File: config.mk
export PLATFORM = sky130hd
export DESIGN_NAME = lfrb_bank
export DESIGN_NICKNAME = d
export VERILOG_FILES = /design/src/lfrb_pkg.sv /design/src/lfrb_idle_watch.sv /design/src/lfrb_bank.sv
export VERILOG_INCLUDE_DIRS = /design/src
export SDC_FILE = /design/constraint.sdc
export NUM_CORES = 1
export LEC_CHECK = 0
export BUFFER_PORTS_ARGS = -buffer_cell sky130_fd_sc_hd__buf_4
export CAP_MARGIN = 20
export CORE_ASPECT_RATIO = 1.5
export CORE_UTILIZATION = 45
export CTS_CLUSTER_SIZE = 14
export DETAILED_ROUTE_END_ITERATION = 10
export GPL_TIMING_DRIVEN = 0
export HOLD_SLACK_MARGIN = 0.08
export PLACE_DENSITY_LB_ADDON = 0.1
export SYNTH_ARGS = -nofsm -noshare
export SYNTH_HDL_FRONTEND = slang
export SYNTH_SLANG_ARGS = --single-unit
File: constraint.sdc
create_clock -name clk_i -period 3.4 [get_ports clk_i]
set_input_delay 0.68 -clock clk_i [delete_from_list [all_inputs] [get_ports clk_i]]
set_output_delay 0.68 -clock clk_i [all_outputs]
set_load 0.05 [all_outputs]
File: src/lfrb_params.svh
// Constants of the flash LED driver register bank: addresses, limits, defaults, field positions, timing.
// Assumes inclusion by the idle watch and bank files, not the package; holds definitions only.
`ifndef LFRB_PARAMS_SVH
`define LFRB_PARAMS_SVH

// ****************************************************************
// Register addresses and largest accepted data values
// ****************************************************************
`define LFRB_ADDR_FLASH 6'h01
`define LFRB_ADDR_TORCH 6'h02
`define LFRB_ADDR_DUR 6'h03
`define LFRB_ADDR_LBAT 6'h04
`define LFRB_ADDR_STH 6'h05
`define LFRB_MAX_FLASH 6'h1f
`define LFRB_MAX_TORCH 6'h1f
`define LFRB_MAX_DUR 6'h07
`define LFRB_MAX_LBAT 6'h09
`define LFRB_MAX_STH 6'h05

// ****************************************************************
// Reset values and field positions
// ****************************************************************
`define LFRB_RST_FLASH 5'h04
`define LFRB_RST_TORCH 5'h04
`define LFRB_RST_DUR 3'h7
`define LFRB_RST_LBAT 4'h1
`define LFRB_RST_STH 3'h4
`define LFRB_EN_BIT 4
`define LFRB_CODE_MSB 3
`define LFRB_CODE_STEEP_LAST 4'hd
`define LFRB_CODE_14 4'he
`define LFRB_OFF_CODE 4'h0

// ****************************************************************
// Currents in units of 0.1 mA
// ****************************************************************
`define LFRB_FL_BASE 14'h2ee0
`define LFRB_FL_STEP 14'h01f4
`define LFRB_FL_C14 14'h0fa0
`define LFRB_FL_C15 14'h09c4
`define LFRB_TO_BASE 14'h0bb8
`define LFRB_TO_STEP 14'h007d
`define LFRB_TO_C14 14'h03e8
`define LFRB_TO_C15 14'h0271
`define LFRB_TH_STEP 14'h01f4
`define LFRB_RST_FL_CUR 14'h2710
`define LFRB_RST_TO_CUR 14'h09c4

// ****************************************************************
// Timing
// ****************************************************************
`define LFRB_CLK_MHZ 125
`define LFRB_SHUTDOWN_US 405
`define LFRB_TIMER_STEP_US 156250

`endif

File: src/lfrb_pkg.sv
// Types shared by the flash LED driver register bank.
// Assumes nothing of its surroundings.
package lfrb_pkg;

  // Safety timer states, one-hot.
  typedef enum logic [2:0] {
    LFRB_T_IDLE = 3'b001,
    LFRB_T_RUN = 3'b010,
    LFRB_T_EXPIRED = 3'b100
  } lfrb_timer_state_t;

  // Pulse count as delivered by the frame receiver.
  typedef logic [5:0] lfrb_count_t;

  // Current in units of 0.1 mA.
  typedef logic [13:0] lfrb_tenth_ma_t;

endpackage

File: src/lfrb_idle_watch.sv
// Watches the single-wire control line and reports shutdown after a long low period.
// Assumes a raw asynchronous line input and an already synchronised active-low reset.
`timescale 1ns/1ps
`include "lfrb_params.svh"

module lfrb_idle_watch #(
  parameter int unsigned SHUTDOWN_CYCLES = `LFRB_SHUTDOWN_US * `LFRB_CLK_MHZ
) (
  // Clock and reset.
  input wire logic clk_i,
  input wire logic rst_n_i,
  // Raw control line from the pin.
  input wire logic single_wire_control_line_i,
  // Shutdown level.
  output logic shutdown_o
);

  logic meta_q;
  logic meta_d;
  logic line_q;
  logic line_d;
  logic [31:0] low_cnt_q;
  logic [31:0] low_cnt_d;
  logic shutdown_q;
  logic shutdown_d;

  // ****************************************************************
  // Next state
  // ****************************************************************
  // Count uninterrupted low cycles; any high level restarts the count and ends shutdown.
  always_comb begin
    meta_d = single_wire_control_line_i;
    line_d = meta_q;
    low_cnt_d = low_cnt_q;
    shutdown_d = shutdown_q;
    if (line_q) begin
      low_cnt_d = 32'h0000_0000;
      shutdown_d = 1'b0;
    end else if (low_cnt_q >= SHUTDOWN_CYCLES - 32'h0000_0001) begin
      shutdown_d = 1'b1;
    end else begin
      low_cnt_d = low_cnt_q + 32'h0000_0001;
    end
  end

  // ****************************************************************
  // Registers
  // ****************************************************************
  // The synchroniser starts low, but the first high sample restarts the count, so reset gives no false shutdown.
  always_ff @(posedge clk_i or negedge rst_n_i) begin
    if (!rst_n_i) begin
      meta_q <= 1'b0;
      line_q <= 1'b0;
      low_cnt_q <= 32'h0000_0000;
      shutdown_q <= 1'b0;
    end else begin
      meta_q <= meta_d;
      line_q <= line_d;
      low_cnt_q <= low_cnt_d;
      shutdown_q <= shutdown_d;
    end
  end

  assign shutdown_o = shutdown_q;

endmodule

File: src/lfrb_bank.sv
// Write-only register bank of a flash LED driver, fed by a decoded single-wire frame.
// Assumes a frame receiver on clk_i that delivers address and data pulse counts with a one-cycle valid,
// and analog sections that act on the registered enables and codes.
`timescale 1ns/1ps
`include "lfrb_params.svh"

// Functional notes
// - Five registers sit at addresses one to five; address zero is not a register.
// - Data above the register maximum (31,31,7,9,5) discards the whole frame.
// - Flash word is five bits, reset four; bit four enables, bits three-zero set current.
// - Flash words 0-15 set current only, leaving flash enabled by the external input.
// - Flash code: 1.200 A minus 0.050 A per step to 13, then 0.400, 0.250.
// - Torch word is five bits, reset four; bit four enables, bits three-zero set current.
// - Torch words 0-15 set current with enable cleared; torch runs only while enabled.
// - Torch code: 300.0 mA minus 12.5 mA per step to 13, then 100.0, 62.5.
// - Timer duration is three bits, reset seven; timeout is 156.25 ms times code plus one.
// - Safety timer limits flash and torch only while current exceeds the threshold.
// - Low-battery threshold is four bits, reset one; zero disables, 1-9 give 3.0-3.8 V.
// - Enabled and supply below threshold raises the low-battery flag and stops the driver.
// - Timer current threshold zero disables the timer; 1-5 give 100-300 mA.
// - Control line low beyond 405 us enters shutdown and restores every default.
// - A frame for an invalid address is discarded, leaving every register unchanged.
module lfrb_bank import lfrb_pkg::*; #(
  parameter int unsigned SHUTDOWN_CYCLES = `LFRB_SHUTDOWN_US * `LFRB_CLK_MHZ,
  parameter int unsigned TIMER_STEP_CYCLES = `LFRB_TIMER_STEP_US * `LFRB_CLK_MHZ
) (
  // Clock and reset.
  input wire logic clk_i,
  input wire logic nrst_i,
  // Pins from outside the clock domain.
  input wire logic single_wire_control_line_i,
  input wire logic flash_trigger_i,
  input wire logic supply_below_threshold_i,
  // Decoded frame from the receiver.
  input wire logic frame_valid_i,
  input wire lfrb_count_t frame_addr_i,
  input wire lfrb_count_t frame_data_i,
  // Frame result.
  output logic frame_accepted_o,
  output logic frame_rejected_o,
  // Stored register contents.
  output logic flash_enable_bit_o,
  output logic [3:0] flash_current_code_o,
  output logic torch_enable_bit_o,
  output logic [3:0] torch_current_code_o,
  output logic [2:0] safety_timer_duration_o,
  output logic [3:0] low_battery_threshold_o,
  output logic [2:0] safety_current_threshold_o,
  // Decoded currents in 0.1 mA.
  output lfrb_tenth_ma_t flash_current_o,
  output lfrb_tenth_ma_t torch_current_o,
  // Driver control and status.
  output logic flash_drive_o,
  output logic torch_drive_o,
  output logic low_battery_flag_o,
  output logic safety_timeout_o,
  output logic shutdown_o
);

  // ****************************************************************
  // Current maps
  // ****************************************************************
  // Flash code to current; the two highest codes leave the linear slope.
  function automatic lfrb_tenth_ma_t flash_ma(input logic [3:0] code);
    if (code <= `LFRB_CODE_STEEP_LAST) begin
      flash_ma = 14'(`LFRB_FL_BASE - `LFRB_FL_STEP * 14'(code));
    end else if (code == `LFRB_CODE_14) begin
      flash_ma = `LFRB_FL_C14;
    end else begin
      flash_ma = `LFRB_FL_C15;
    end
  endfunction

  // Torch code to current.
  function automatic lfrb_tenth_ma_t torch_ma(input logic [3:0] code);
    if (code <= `LFRB_CODE_STEEP_LAST) begin
      torch_ma = 14'(`LFRB_TO_BASE - `LFRB_TO_STEP * 14'(code));
    end else if (code == `LFRB_CODE_14) begin
      torch_ma = `LFRB_TO_C14;
    end else begin
      torch_ma = `LFRB_TO_C15;
    end
  endfunction

  // ****************************************************************
  // Reset release and pin synchronisers
  // ****************************************************************
  logic [1:0] rst_sync_q;
  logic rst_n;
  logic [1:0] trig_sync_q;
  logic [1:0] below_sync_q;
  logic shutdown;

  // Reset is asserted at once and released two edges later.
  always_ff @(posedge clk_i or negedge nrst_i) begin
    if (!nrst_i) begin
      rst_sync_q <= 2'b00;
    end else begin
      rst_sync_q <= {rst_sync_q[0], 1'b1};
    end
  end
  assign rst_n = rst_sync_q[1];

  // Only the second stage of each synchroniser is read.
  always_ff @(posedge clk_i or negedge rst_n) begin
    if (!rst_n) begin
      trig_sync_q <= 2'b00;
      below_sync_q <= 2'b00;
    end else begin
      trig_sync_q <= {trig_sync_q[0], flash_trigger_i};
      below_sync_q <= {below_sync_q[0], supply_below_threshold_i};
    end
  end

  lfrb_idle_watch #(
    .SHUTDOWN_CYCLES(SHUTDOWN_CYCLES)
  ) u_idle_watch (
    .clk_i(clk_i),
    .rst_n_i(rst_n),
    .single_wire_control_line_i(single_wire_control_line_i),
    .shutdown_o(shutdown)
  );

  // ****************************************************************
  // Register file
  // ****************************************************************
  logic [4:0] flash_q;
  logic [4:0] flash_d;
  logic [4:0] torch_q;
  logic [4:0] torch_d;
  logic [2:0] dur_q;
  logic [2:0] dur_d;
  logic [3:0] lbat_q;
  logic [3:0] lbat_d;
  logic [2:0] sth_q;
  logic [2:0] sth_d;
  logic acc_q;
  logic acc_d;
  logic rej_q;
  logic rej_d;
  logic data_ok;
  logic addr_ok;

  // Validate the frame, then write one register; a bad frame touches nothing.
  always_comb begin
    flash_d = flash_q;
    torch_d = torch_q;
    dur_d = dur_q;
    lbat_d = lbat_q;
    sth_d = sth_q;
    addr_ok = 1'b1;
    data_ok = 1'b0;
    case (frame_addr_i)
      `LFRB_ADDR_FLASH: data_ok = frame_data_i <= `LFRB_MAX_FLASH;
      `LFRB_ADDR_TORCH: data_ok = frame_data_i <= `LFRB_MAX_TORCH;
      `LFRB_ADDR_DUR: data_ok = frame_data_i <= `LFRB_MAX_DUR;
      `LFRB_ADDR_LBAT: data_ok = frame_data_i <= `LFRB_MAX_LBAT;
      `LFRB_ADDR_STH: data_ok = frame_data_i <= `LFRB_MAX_STH;
      default: addr_ok = 1'b0;
    endcase
    acc_d = frame_valid_i && !shutdown && addr_ok && data_ok;
    rej_d = frame_valid_i && !acc_d;
    if (shutdown) begin
      // Shutdown wins over any frame and restores every default.
      flash_d = `LFRB_RST_FLASH;
      torch_d = `LFRB_RST_TORCH;
      dur_d = `LFRB_RST_DUR;
      lbat_d = `LFRB_RST_LBAT;
      sth_d = `LFRB_RST_STH;
    end else if (acc_d) begin
      case (frame_addr_i)
        `LFRB_ADDR_FLASH: flash_d = frame_data_i[4:0];
        `LFRB_ADDR_TORCH: torch_d = frame_data_i[4:0];
        `LFRB_ADDR_DUR: dur_d = frame_data_i[2:0];
        `LFRB_ADDR_LBAT: lbat_d = frame_data_i[3:0];
        `LFRB_ADDR_STH: sth_d = frame_data_i[2:0];
        default: flash_d = flash_q;
      endcase
    end
  end

  // Register stage; contents change only on an accepted frame or shutdown.
  always_ff @(posedge clk_i or negedge rst_n) begin
    if (!rst_n) begin
      flash_q <= `LFRB_RST_FLASH;
      torch_q <= `LFRB_RST_TORCH;
      dur_q <= `LFRB_RST_DUR;
      lbat_q <= `LFRB_RST_LBAT;
      sth_q <= `LFRB_RST_STH;
      acc_q <= 1'b0;
      rej_q <= 1'b0;
    end else begin
      flash_q <= flash_d;
      torch_q <= torch_d;
      dur_q <= dur_d;
      lbat_q <= lbat_d;
      sth_q <= sth_d;
      acc_q <= acc_d;
      rej_q <= rej_d;
    end
  end

  // ****************************************************************
  // Safety timer and driver control
  // ****************************************************************
  lfrb_timer_state_t tstate_q;
  lfrb_timer_state_t tstate_d;
  logic [31:0] tcnt_q;
  logic [31:0] tcnt_d;
  logic [31:0] tlimit;
  logic flash_act;
  logic torch_act;
  logic over_th;
  logic lowbat_d;
  logic lowbat_q;
  logic fdrv_d;
  logic fdrv_q;
  logic tdrv_d;
  logic tdrv_q;
  lfrb_tenth_ma_t flash_current_code_q;
  lfrb_tenth_ma_t torch_current_code_q;
  lfrb_tenth_ma_t act_cur;
  lfrb_tenth_ma_t th_cur;

  // The timer runs only while the programmed current of the active mode exceeds the threshold.
  // Expiry holds the driver off until both flash and torch requests are dropped or shutdown comes, so a stuck command cannot overheat.
  always_comb begin
    flash_act = flash_q[`LFRB_EN_BIT] || trig_sync_q[1];
    torch_act = torch_q[`LFRB_EN_BIT];
    act_cur = flash_act ? flash_current_code_q : torch_current_code_q;
    th_cur = 14'(`LFRB_TH_STEP * (14'(sth_q) + 14'h0001));
    over_th = (sth_q != 3'h0) && (flash_act || torch_act) && (act_cur > th_cur);
    tlimit = TIMER_STEP_CYCLES * (32'(dur_q) + 32'h0000_0001);
    tstate_d = tstate_q;
    tcnt_d = tcnt_q;
    case (tstate_q)
      LFRB_T_IDLE: begin
        tcnt_d = 32'h0000_0000;
        if (over_th) begin
          tstate_d = LFRB_T_RUN;
        end
      end
      LFRB_T_RUN: begin
        tcnt_d = tcnt_q + 32'h0000_0001;
        if (!over_th) begin
          tstate_d = LFRB_T_IDLE;
        end else if (tcnt_q >= tlimit - 32'h0000_0001) begin
          tstate_d = LFRB_T_EXPIRED;
        end
      end
      LFRB_T_EXPIRED: begin
        if (!flash_act && !torch_act) begin
          tstate_d = LFRB_T_IDLE;
        end
      end
      default: tstate_d = LFRB_T_IDLE;
    endcase
    if (shutdown) begin
      tstate_d = LFRB_T_IDLE;
    end
    lowbat_d = (lbat_q != `LFRB_OFF_CODE) && below_sync_q[1];
    fdrv_d = flash_act && !lowbat_d && (tstate_d != LFRB_T_EXPIRED) && !shutdown;
    tdrv_d = torch_act && !flash_act && !lowbat_d && (tstate_d != LFRB_T_EXPIRED) && !shutdown;
  end

  // Timer, flag, drive and decoded current registers.
  always_ff @(posedge clk_i or negedge rst_n) begin
    if (!rst_n) begin
      tstate_q <= LFRB_T_IDLE;
      tcnt_q <= 32'h0000_0000;
      lowbat_q <= 1'b0;
      fdrv_q <= 1'b0;
      tdrv_q <= 1'b0;
      flash_current_code_q <= `LFRB_RST_FL_CUR;
      torch_current_code_q <= `LFRB_RST_TO_CUR;
    end else begin
      tstate_q <= tstate_d;
      tcnt_q <= tcnt_d;
      lowbat_q <= lowbat_d;
      fdrv_q <= fdrv_d;
      tdrv_q <= tdrv_d;
      flash_current_code_q <= flash_ma(flash_d[`LFRB_CODE_MSB:0]);
      torch_current_code_q <= torch_ma(torch_d[`LFRB_CODE_MSB:0]);
    end
  end

  // ****************************************************************
  // Outputs
  // ****************************************************************
  // Every output but safety_timeout_o comes straight from a register; that one is decoded from tstate_q.
  assign frame_accepted_o = acc_q;
  assign frame_rejected_o = rej_q;
  assign flash_enable_bit_o = flash_q[`LFRB_EN_BIT];
  assign flash_current_code_o = flash_q[`LFRB_CODE_MSB:0];
  assign torch_enable_bit_o = torch_q[`LFRB_EN_BIT];
  assign torch_current_code_o = torch_q[`LFRB_CODE_MSB:0];
  assign safety_timer_duration_o = dur_q;
  assign low_battery_threshold_o = lbat_q;
  assign safety_current_threshold_o = sth_q;
  assign flash_current_o = flash_current_code_q;
  assign torch_current_o = torch_current_code_q;
  assign flash_drive_o = fdrv_q;
  assign torch_drive_o = tdrv_q;
  assign low_battery_flag_o = lowbat_q;
  assign safety_timeout_o = (tstate_q == LFRB_T_EXPIRED);
  assign shutdown_o = shutdown;

endmodule

* After elaboration in Yosys (flattened, before gate mapping)
Cells that the tools add are included.
** Word-level totals
- Bits of input ports :: 18
- Bits in registers :: 129
- Logic and storage cells :: 127
- Output and inout bits :: 55
** Operators by class
- Equal/unequal tests :: 12
- Add/sub/neg operators :: 7
- Magnitude comparators :: 9
- Reductions and logical operators :: 39
- $mul :: 4
- Muxes and demuxes :: 33
** Operator list (number)
- $add 32x1->32 const B :: 2
- $mux 32 :: 2
- $pmux 32 s2 :: 1
- $mux 14 :: 3
- $mul 7x4->11 const A :: 3
- $mux 3 :: 11
- $ge 32x16->1 const B :: 1
- $ge 32x32->1 :: 1
- $mux 5 :: 6
- $sub 29x1->30 const B :: 1
- $mul 24x4->28 const A :: 1
- $reduce_bool 2->1 :: 8
- $logic_and 1x1->1 :: 15
- $gt 14x13->1 :: 1
- $sub 14x13->14 const A :: 1
- $sub 12x11->13 const A :: 1
- $eq 6x2->1 const B :: 2
- $eq 6x3->1 const B :: 2
- $le 6x3->1 const B :: 2
- $mux 4 :: 3
- $mux 11 :: 1
- $reduce_and 2->1 :: 5
- $mux 9 :: 1
- $pmux 3 s3 :: 1
- 19 further kinds :: 29

* Logic depth before layout (Yosys ltp)
- Depth in word-level cells :: 11
- Mapped depth :: 23
- Gate-level depth less buffers :: 23

* Modules after synthesis
A second synthesis with hierarchy kept.
** Unflattened totals
- Cells, all modules :: 976
- Area total of the unflattened synthesis :: 9399.0 sq um
** By module, submodules not included
- lfrb_bank :: cells an instance 838, seq. area each 2274.7 sq um, instances 1, area an instance 7781.2 sq um
- lfrb_idle_watch :: cells an instance 138, seq. area each 875.8 sq um, instances 1, area an instance 1617.8 sq um

* Worst setup path before layout
Ideal clock, no wire load.
- Path type :: flip-flop to flip-flop
- From :: register dur_q[0] (netlist: safety_timer_duration_o[0])
- To :: register tdrv_q (netlist: torch_drive_o)
- Cell stages (with the launch flop) :: 21
- Library setup time :: 0.135 ns
- Path buffers :: 0
- Period minus slack after synthesis :: 5.634 ns
- Arrival time :: 5.499 ns
- Required time :: 3.265 ns
- Slack :: -2.234 ns
- Path through :: dfstp_2 > inv_1 > ha_1 > fa_1 > fa_1 > ha_1 > o21bai_1 > a211oi_1 > or4_1 > a22oi_1 > nand3b_1 > nor4_2 > xnor2_1 > ha_1 > nand2_1 > nor2_1 > nand2_1 > a211oi_1 > a21oi_1 > nor3_1 > nor3_1
** On the way
- Word-level cells in the longest chain between the ends :: 11
** RTL lines
- start, declared :: line lfrb_bank.sv:131 : logic [2:0] dur_q;
- start signal, assigned :: line lfrb_bank.sv:187 : dur_q <= `LFRB_RST_DUR;
- start signal, assigned :: line lfrb_bank.sv:195 : dur_q <= dur_d;
- $add 3x1->4 :: line lfrb_bank.sv:233 : tlimit = TIMER_STEP_CYCLES * (32'(dur_q) + 32'h0000_0001);
- $mul 24x4->28 :: line lfrb_bank.sv:233
- $sub 29x1->30 :: line lfrb_bank.sv:247 : end else if (tcnt_q >= tlimit - 32'h0000_0001) begin
- $ge 32x32->1 :: line lfrb_bank.sv:247
- $mux 3 :: line lfrb_bank.sv:247
- $mux 3 :: line lfrb_bank.sv:245 : if (!over_th) begin
- $pmux 3 s3 :: line lfrb_bank.sv:236 : case (tstate_q)
- $mux 3 :: line lfrb_bank.sv:258 : if (shutdown) begin
- $ne 3x3->1 :: line lfrb_bank.sv:263 : tdrv_d = torch_act && !flash_act && !lowbat_d && (tstate_d != LFRB_T_EXPIRED) && !shutdown;
- $logic_and 1x1->1 (2 in a row) :: line lfrb_bank.sv:263
- net tdrv_d :: line lfrb_bank.sv:218 : logic tdrv_d;
- end signal, assigned :: line lfrb_bank.sv:281 : tdrv_q <= tdrv_d;
- end, declared :: line lfrb_bank.sv:219 : logic tdrv_q;
The timed path passes the listed nets, and every way through them passes these cells.
A chain may end at the register's enable or synchronous reset.

* Worst setup path in the final report
- From :: register dur_q[0] (netlist: safety_timer_duration_o[0])
- To :: register tstate_q[1]
** On the way
- Word-level cells in the longest chain between the ends :: 8
** RTL lines
- $add 3x1->4 :: line lfrb_bank.sv:233
- $mul 24x4->28 :: line lfrb_bank.sv:233
- $sub 29x1->30 :: line lfrb_bank.sv:247
- $ge 32x32->1 :: line lfrb_bank.sv:247
- $mux 3 :: line lfrb_bank.sv:247
- $mux 3 :: line lfrb_bank.sv:245
- $pmux 3 s3 :: line lfrb_bank.sv:236
- $mux 3 :: line lfrb_bank.sv:258
- net tstate_d[1] :: line lfrb_bank.sv:207 : lfrb_timer_state_t tstate_d;
- end signal, assigned :: line lfrb_bank.sv:277 : tstate_q <= tstate_d;
- end, declared :: line lfrb_bank.sv:206 : lfrb_timer_state_t tstate_q;
The timed path passes the listed nets, and every way through them passes these cells.

==> metrics <==
outcome=finished, violations left; violated checks=setup timing; Simple-Gate Fraction of Synth Area=0.167; TritonCTS clock tree=built; Syn Std Cell Area=a little over 0.009 mm²; vias in the first global route=7,474; Required @ worst endpoint=3730 ps; CTS clock-pin slew for the worst setup and hold paths=60 ps; crit start category=register; Syn Inst Count=about 950; Remaining DRCs=0; share of cells above drive strength 1=0.245; Yosys warnings=0; Nets=1,225; Area Overhead vs Synth=23.8%; worst path cell trace=clkinvlp_4 -> ha_4 -> fa_2 -> fa_1 -> ha_4 -> o21bai_4 -> a21oi_1 -> a41oi_1 -> xnor2_2 -> nand3_1 -> nor4b_4 -> xnor2_1 -> ha_1 -> a21oi_2 -> o21ai_0 -> a21oi_2 -> o211ai_1 -> a21oi_2 -> nand3_1 -> a211oi_2; Worst Setup EP=tstate_q[1]; most frequent cells in the layout=dfrtp_1 (104), ha_1 (100), buf_4 (90); initial antenna violation count=0; Crit. path cell count=20; hpwl dp=roughly 18,000 µm; total grt overflow=0; GRT Overall Usage=0.235; multiplexer share of the synthesized area=0.0466; Initial Util=0.461; total power per unit cell area=433 mW/mm²; main combinational cell family by area after synthesis=adder cells; Die H=between 150 and 200 µm; sequential element share of the synthesized area=0.344; via count=7,142; clock buffer depth=2; fin crit period=slightly above 5000 ps; # setup viols final=17; fmax=between 0.15 and 0.2 GHz; CTS H-tree lvls=4; top_reg_cell synth=dfrtp_1; Slew HR=0.481; I/O Buffers=69; Die ar.=0.0210 mm²; max capacitance violation total=0; n_diodes=0; iteration count of the initial detailed-routing pass=4; first-pass GRT wire length=around 38,000 µm; worst hold-check path type=reg -> reg; post-route clock period utilization=1.52; Routed WL=23,000 µm; Final ANT Viol Nets=0; Ports=73; CP top delay family=adder cells; largest net degree at the start of global routing=67; drt initial violations=242; Synth Area in XOR/XNOR=0.0564; CP Launch Point=safety_timer_duration_o[0]; crit-path most repeated cell=a21oi_2; most common cell after layout, fill and taps aside=dfrtp_1; Yosys reg bits=~130; RePlAce Congestion=roughly 0.86; share of flip-flops with an asynchronous set or reset=1.00; R2R setup slack=-1770 ps; setup TNS=-15,990 ps; Synth Area in Adders=0.221; crit-path max FO=4; Arr. time, crit path=5500 ps; Critical R2R Capture=tstate_q[1]; post-synth cell types=66; Post-synth EDFFs=0; Least-Margin Pin Slew=between 700 and 800 ps; Final Skew=6.96 ps; number of vias per cell=roughly 5.4; r2r worst-path depth=20; Synth Area in Compound Gates=0.118; final core utilization=0.571; Crit. End Element=register; Root Driver=clkbuf_16; width of the die=119 µm; CP Class=reg -> reg; number of fillers in the final layout=1,822; Peak VDD IR=slightly below 600 µV; DR WL/cell=17.2 µm; Avg Synthesized Cell Area=around 9.6 µm²; RSZ-0062 raised after global routing=true; Lkg Pwr=approximately 5.3 nW; Pins Over Slew Limit=0; Sink Count=125; Slowest-stage cell, CP=dfstp_4; num rows=63; r2r startpoint=safety_timer_duration_o[0]; setup ws final=-1770 ps; Hold Vio Cnt, Final=0; WP buf/inv=1; Core ar.=0.0199 mm²; Clock Latency Late Sink=~430 ps; CP peak stage delay=around 660 ps; Num CTS Buffers=17; dpl ws=-2530 ps
-- flip-flops by register name, summed over array words and instances (netlist names) --
register	flops
u_idle_watch.line_d	1
low_battery_threshold_o	4
low_battery_flag_o	1
flash_drive_o	1
u_idle_watch.low_cnt_q	32
torch_current_o	13
safety_timer_duration_o	3
below_sync_q	2
frame_accepted_o	1
tcnt_q	32
tstate_q	3
flash_current_o	12
u_idle_watch.line_q	1
rst_sync_q	2
flash_q	5
trig_sync_q	2
torch_q	4
u_idle_watch.shutdown_o	1
frame_rejected_o	1
safety_current_threshold_o	3
torch_drive_o	1
-- power breakdown --
part / total (mW) / internal (mW) / switching, mW
clock: 1.77 / 1.09 / 0.686
sequential: 1.69 / 1.61 / 0.0803
combinational: 1.46 / 0.551 / 0.907
total: 4.92 / 3.25 / 1.67
-- worst reg2reg max path: stages, from the launching register on --
cell	delay, ps
dfstp_4	660
clkinvlp_4	120
ha_4	240
fa_2	620
fa_1	470
ha_4	340
o21bai_4	70
a21oi_1	150
a41oi_1	200
xnor2_2	230
nand3_1	210
nor4b_4	320
xnor2_1	170
ha_1	280
a21oi_2	120
o21ai_0	100
a21oi_2	120
o211ai_1	120
a21oi_2	210
nand3_1	130
a211oi_2	220
-- layout make-up --
cell class,count,area (µm²),area share
multi-input combinational,723,6130,0.540
timing repair buffer,89,694,0.0612
buffer,25,150,0.0132
tap,260,325,0.0287
clock inverter,11,120,0.0106
clock buffer,20,447,0.0394
inverter,80,318,0.0280
sequential,125,3170,0.279
-- synthesized netlist by cell type, types with 3 or more instances --
| cell type | instances | area share |
|---|---|---|
| nor4_1 | 7 | 0.0048 |
| a211oi_1 | 5 | 0.0041 |
| and2_1 | 9 | 0.0061 |
| o21bai_1 | 4 | 0.0033 |
| nand2b_1 | 5 | 0.0034 |
| dfstp_2 | 18 | 0.052 |
| a21oi_1 | 42 | 0.023 |
| mux2_2 | 13 | 0.016 |
| a21o_1 | 13 | 0.011 |
| o31ai_1 | 7 | 0.0057 |
| or4_1 | 3 | 0.0025 |
| o211ai_1 | 13 | 0.011 |
| clkbuf_1 | 17 | 0.0070 |
| a31oi_1 | 7 | 0.0048 |
| or3_1 | 5 | 0.0034 |
| nor2b_1 | 27 | 0.018 |
| xnor2_1 | 37 | 0.035 |
| and4_1 | 4 | 0.0038 |
| ha_1 | 119 | 0.16 |
| nor3_1 | 13 | 0.0071 |
| mux2i_1 | 28 | 0.031 |
| nor3b_1 | 5 | 0.0041 |
| nor2_1 | 61 | 0.025 |
| o22ai_1 | 3 | 0.0020 |
| dfrtp_1 | 107 | 0.29 |
| nand3_1 | 39 | 0.021 |
| nand4_1 | 11 | 0.0075 |
| o21ai_0 | 41 | 0.022 |
| nand2_1 | 86 | 0.035 |
| xor2_1 | 22 | 0.021 |
| buf_2 | 4 | 0.0022 |
| nand3b_1 | 3 | 0.0025 |
| or2_1 | 3 | 0.0020 |
| buf_4 | 4 | 0.0033 |
| o21a_1 | 9 | 0.0074 |
| inv_1 | 80 | 0.033 |
| fa_1 | 27 | 0.059 |
| and3_1 | 13 | 0.0089 |
-- worst min-delay path by stage --
| stage | from | end | slack [ps] | cells after the start |
|---|---|---|---|---|
| finish | u_idle_watch.line_d | u_idle_watch.line_q | 340 | 0 |
| global route | single_wire_control_line_i | u_idle_watch.line_d | 340 | 1 |
| CTS | supply_below_threshold_i | below_sync_q[0] | 340 | 1 |
| detailed placement | trig_sync_q[0] | trig_sync_q[1] | 330 | 0 |
| global placement | u_idle_watch.line_d | u_idle_watch.line_q | 330 | 0 |
| floorplan | rst_sync_q[0] | rst_sync_q[1] | 330 | 0 |
-- per-layer routing --
metal / vias to the layer above / share of wire / track usage
li1: 3522 / - / -
met1: 3464 / 0.41 / 0.259
met2: 119 / 0.54 / 0.441
met3: 37 / 0.025 / 0.0377
met4: 0 / 0.028 / 0.101
met5: - / 0 / 0
-- metrics by stage --
stage | hold WS (ps) | total power [mW] | instances | area [µm²]
final | 345 | 4.92 | 1333 | 11300
after global routing | 340 | 5.17 | 1333 | 11300
after global placement | 333 | 3.12 | 1283 | 10400
after floorplan | 331 | 2.74 | 954 | 9580
after detailed placement | 335 | 3.12 | 1284 | 10500
after CTS | 336 | 4.97 | 1333 | 11300
-- logic make-up (layout without fill, tap and decap cells) --
family / after synthesis / in the layout
xor gates and xnor gates: 59 / 59
AOI/OAI and AO/OA: 167 / 167
DFF: 125 / 125
other: 2 / 5
muxes: 41 / 41
buffers and inverters: 106 / 225
and+or+nand+nor: 305 / 305
adders and majority gates: 146 / 146
-- what timing repair did --
action                                 4_1_cts  5_1_grt
endpoints found under the hold margin        2        0
resized for setup                           28       14
buffers inserted                            18        0
setup endpoints to repair                   19       19
pin swaps                                   13       13
hold buffers                                 1        0
(Power assumes the default switching activity.)
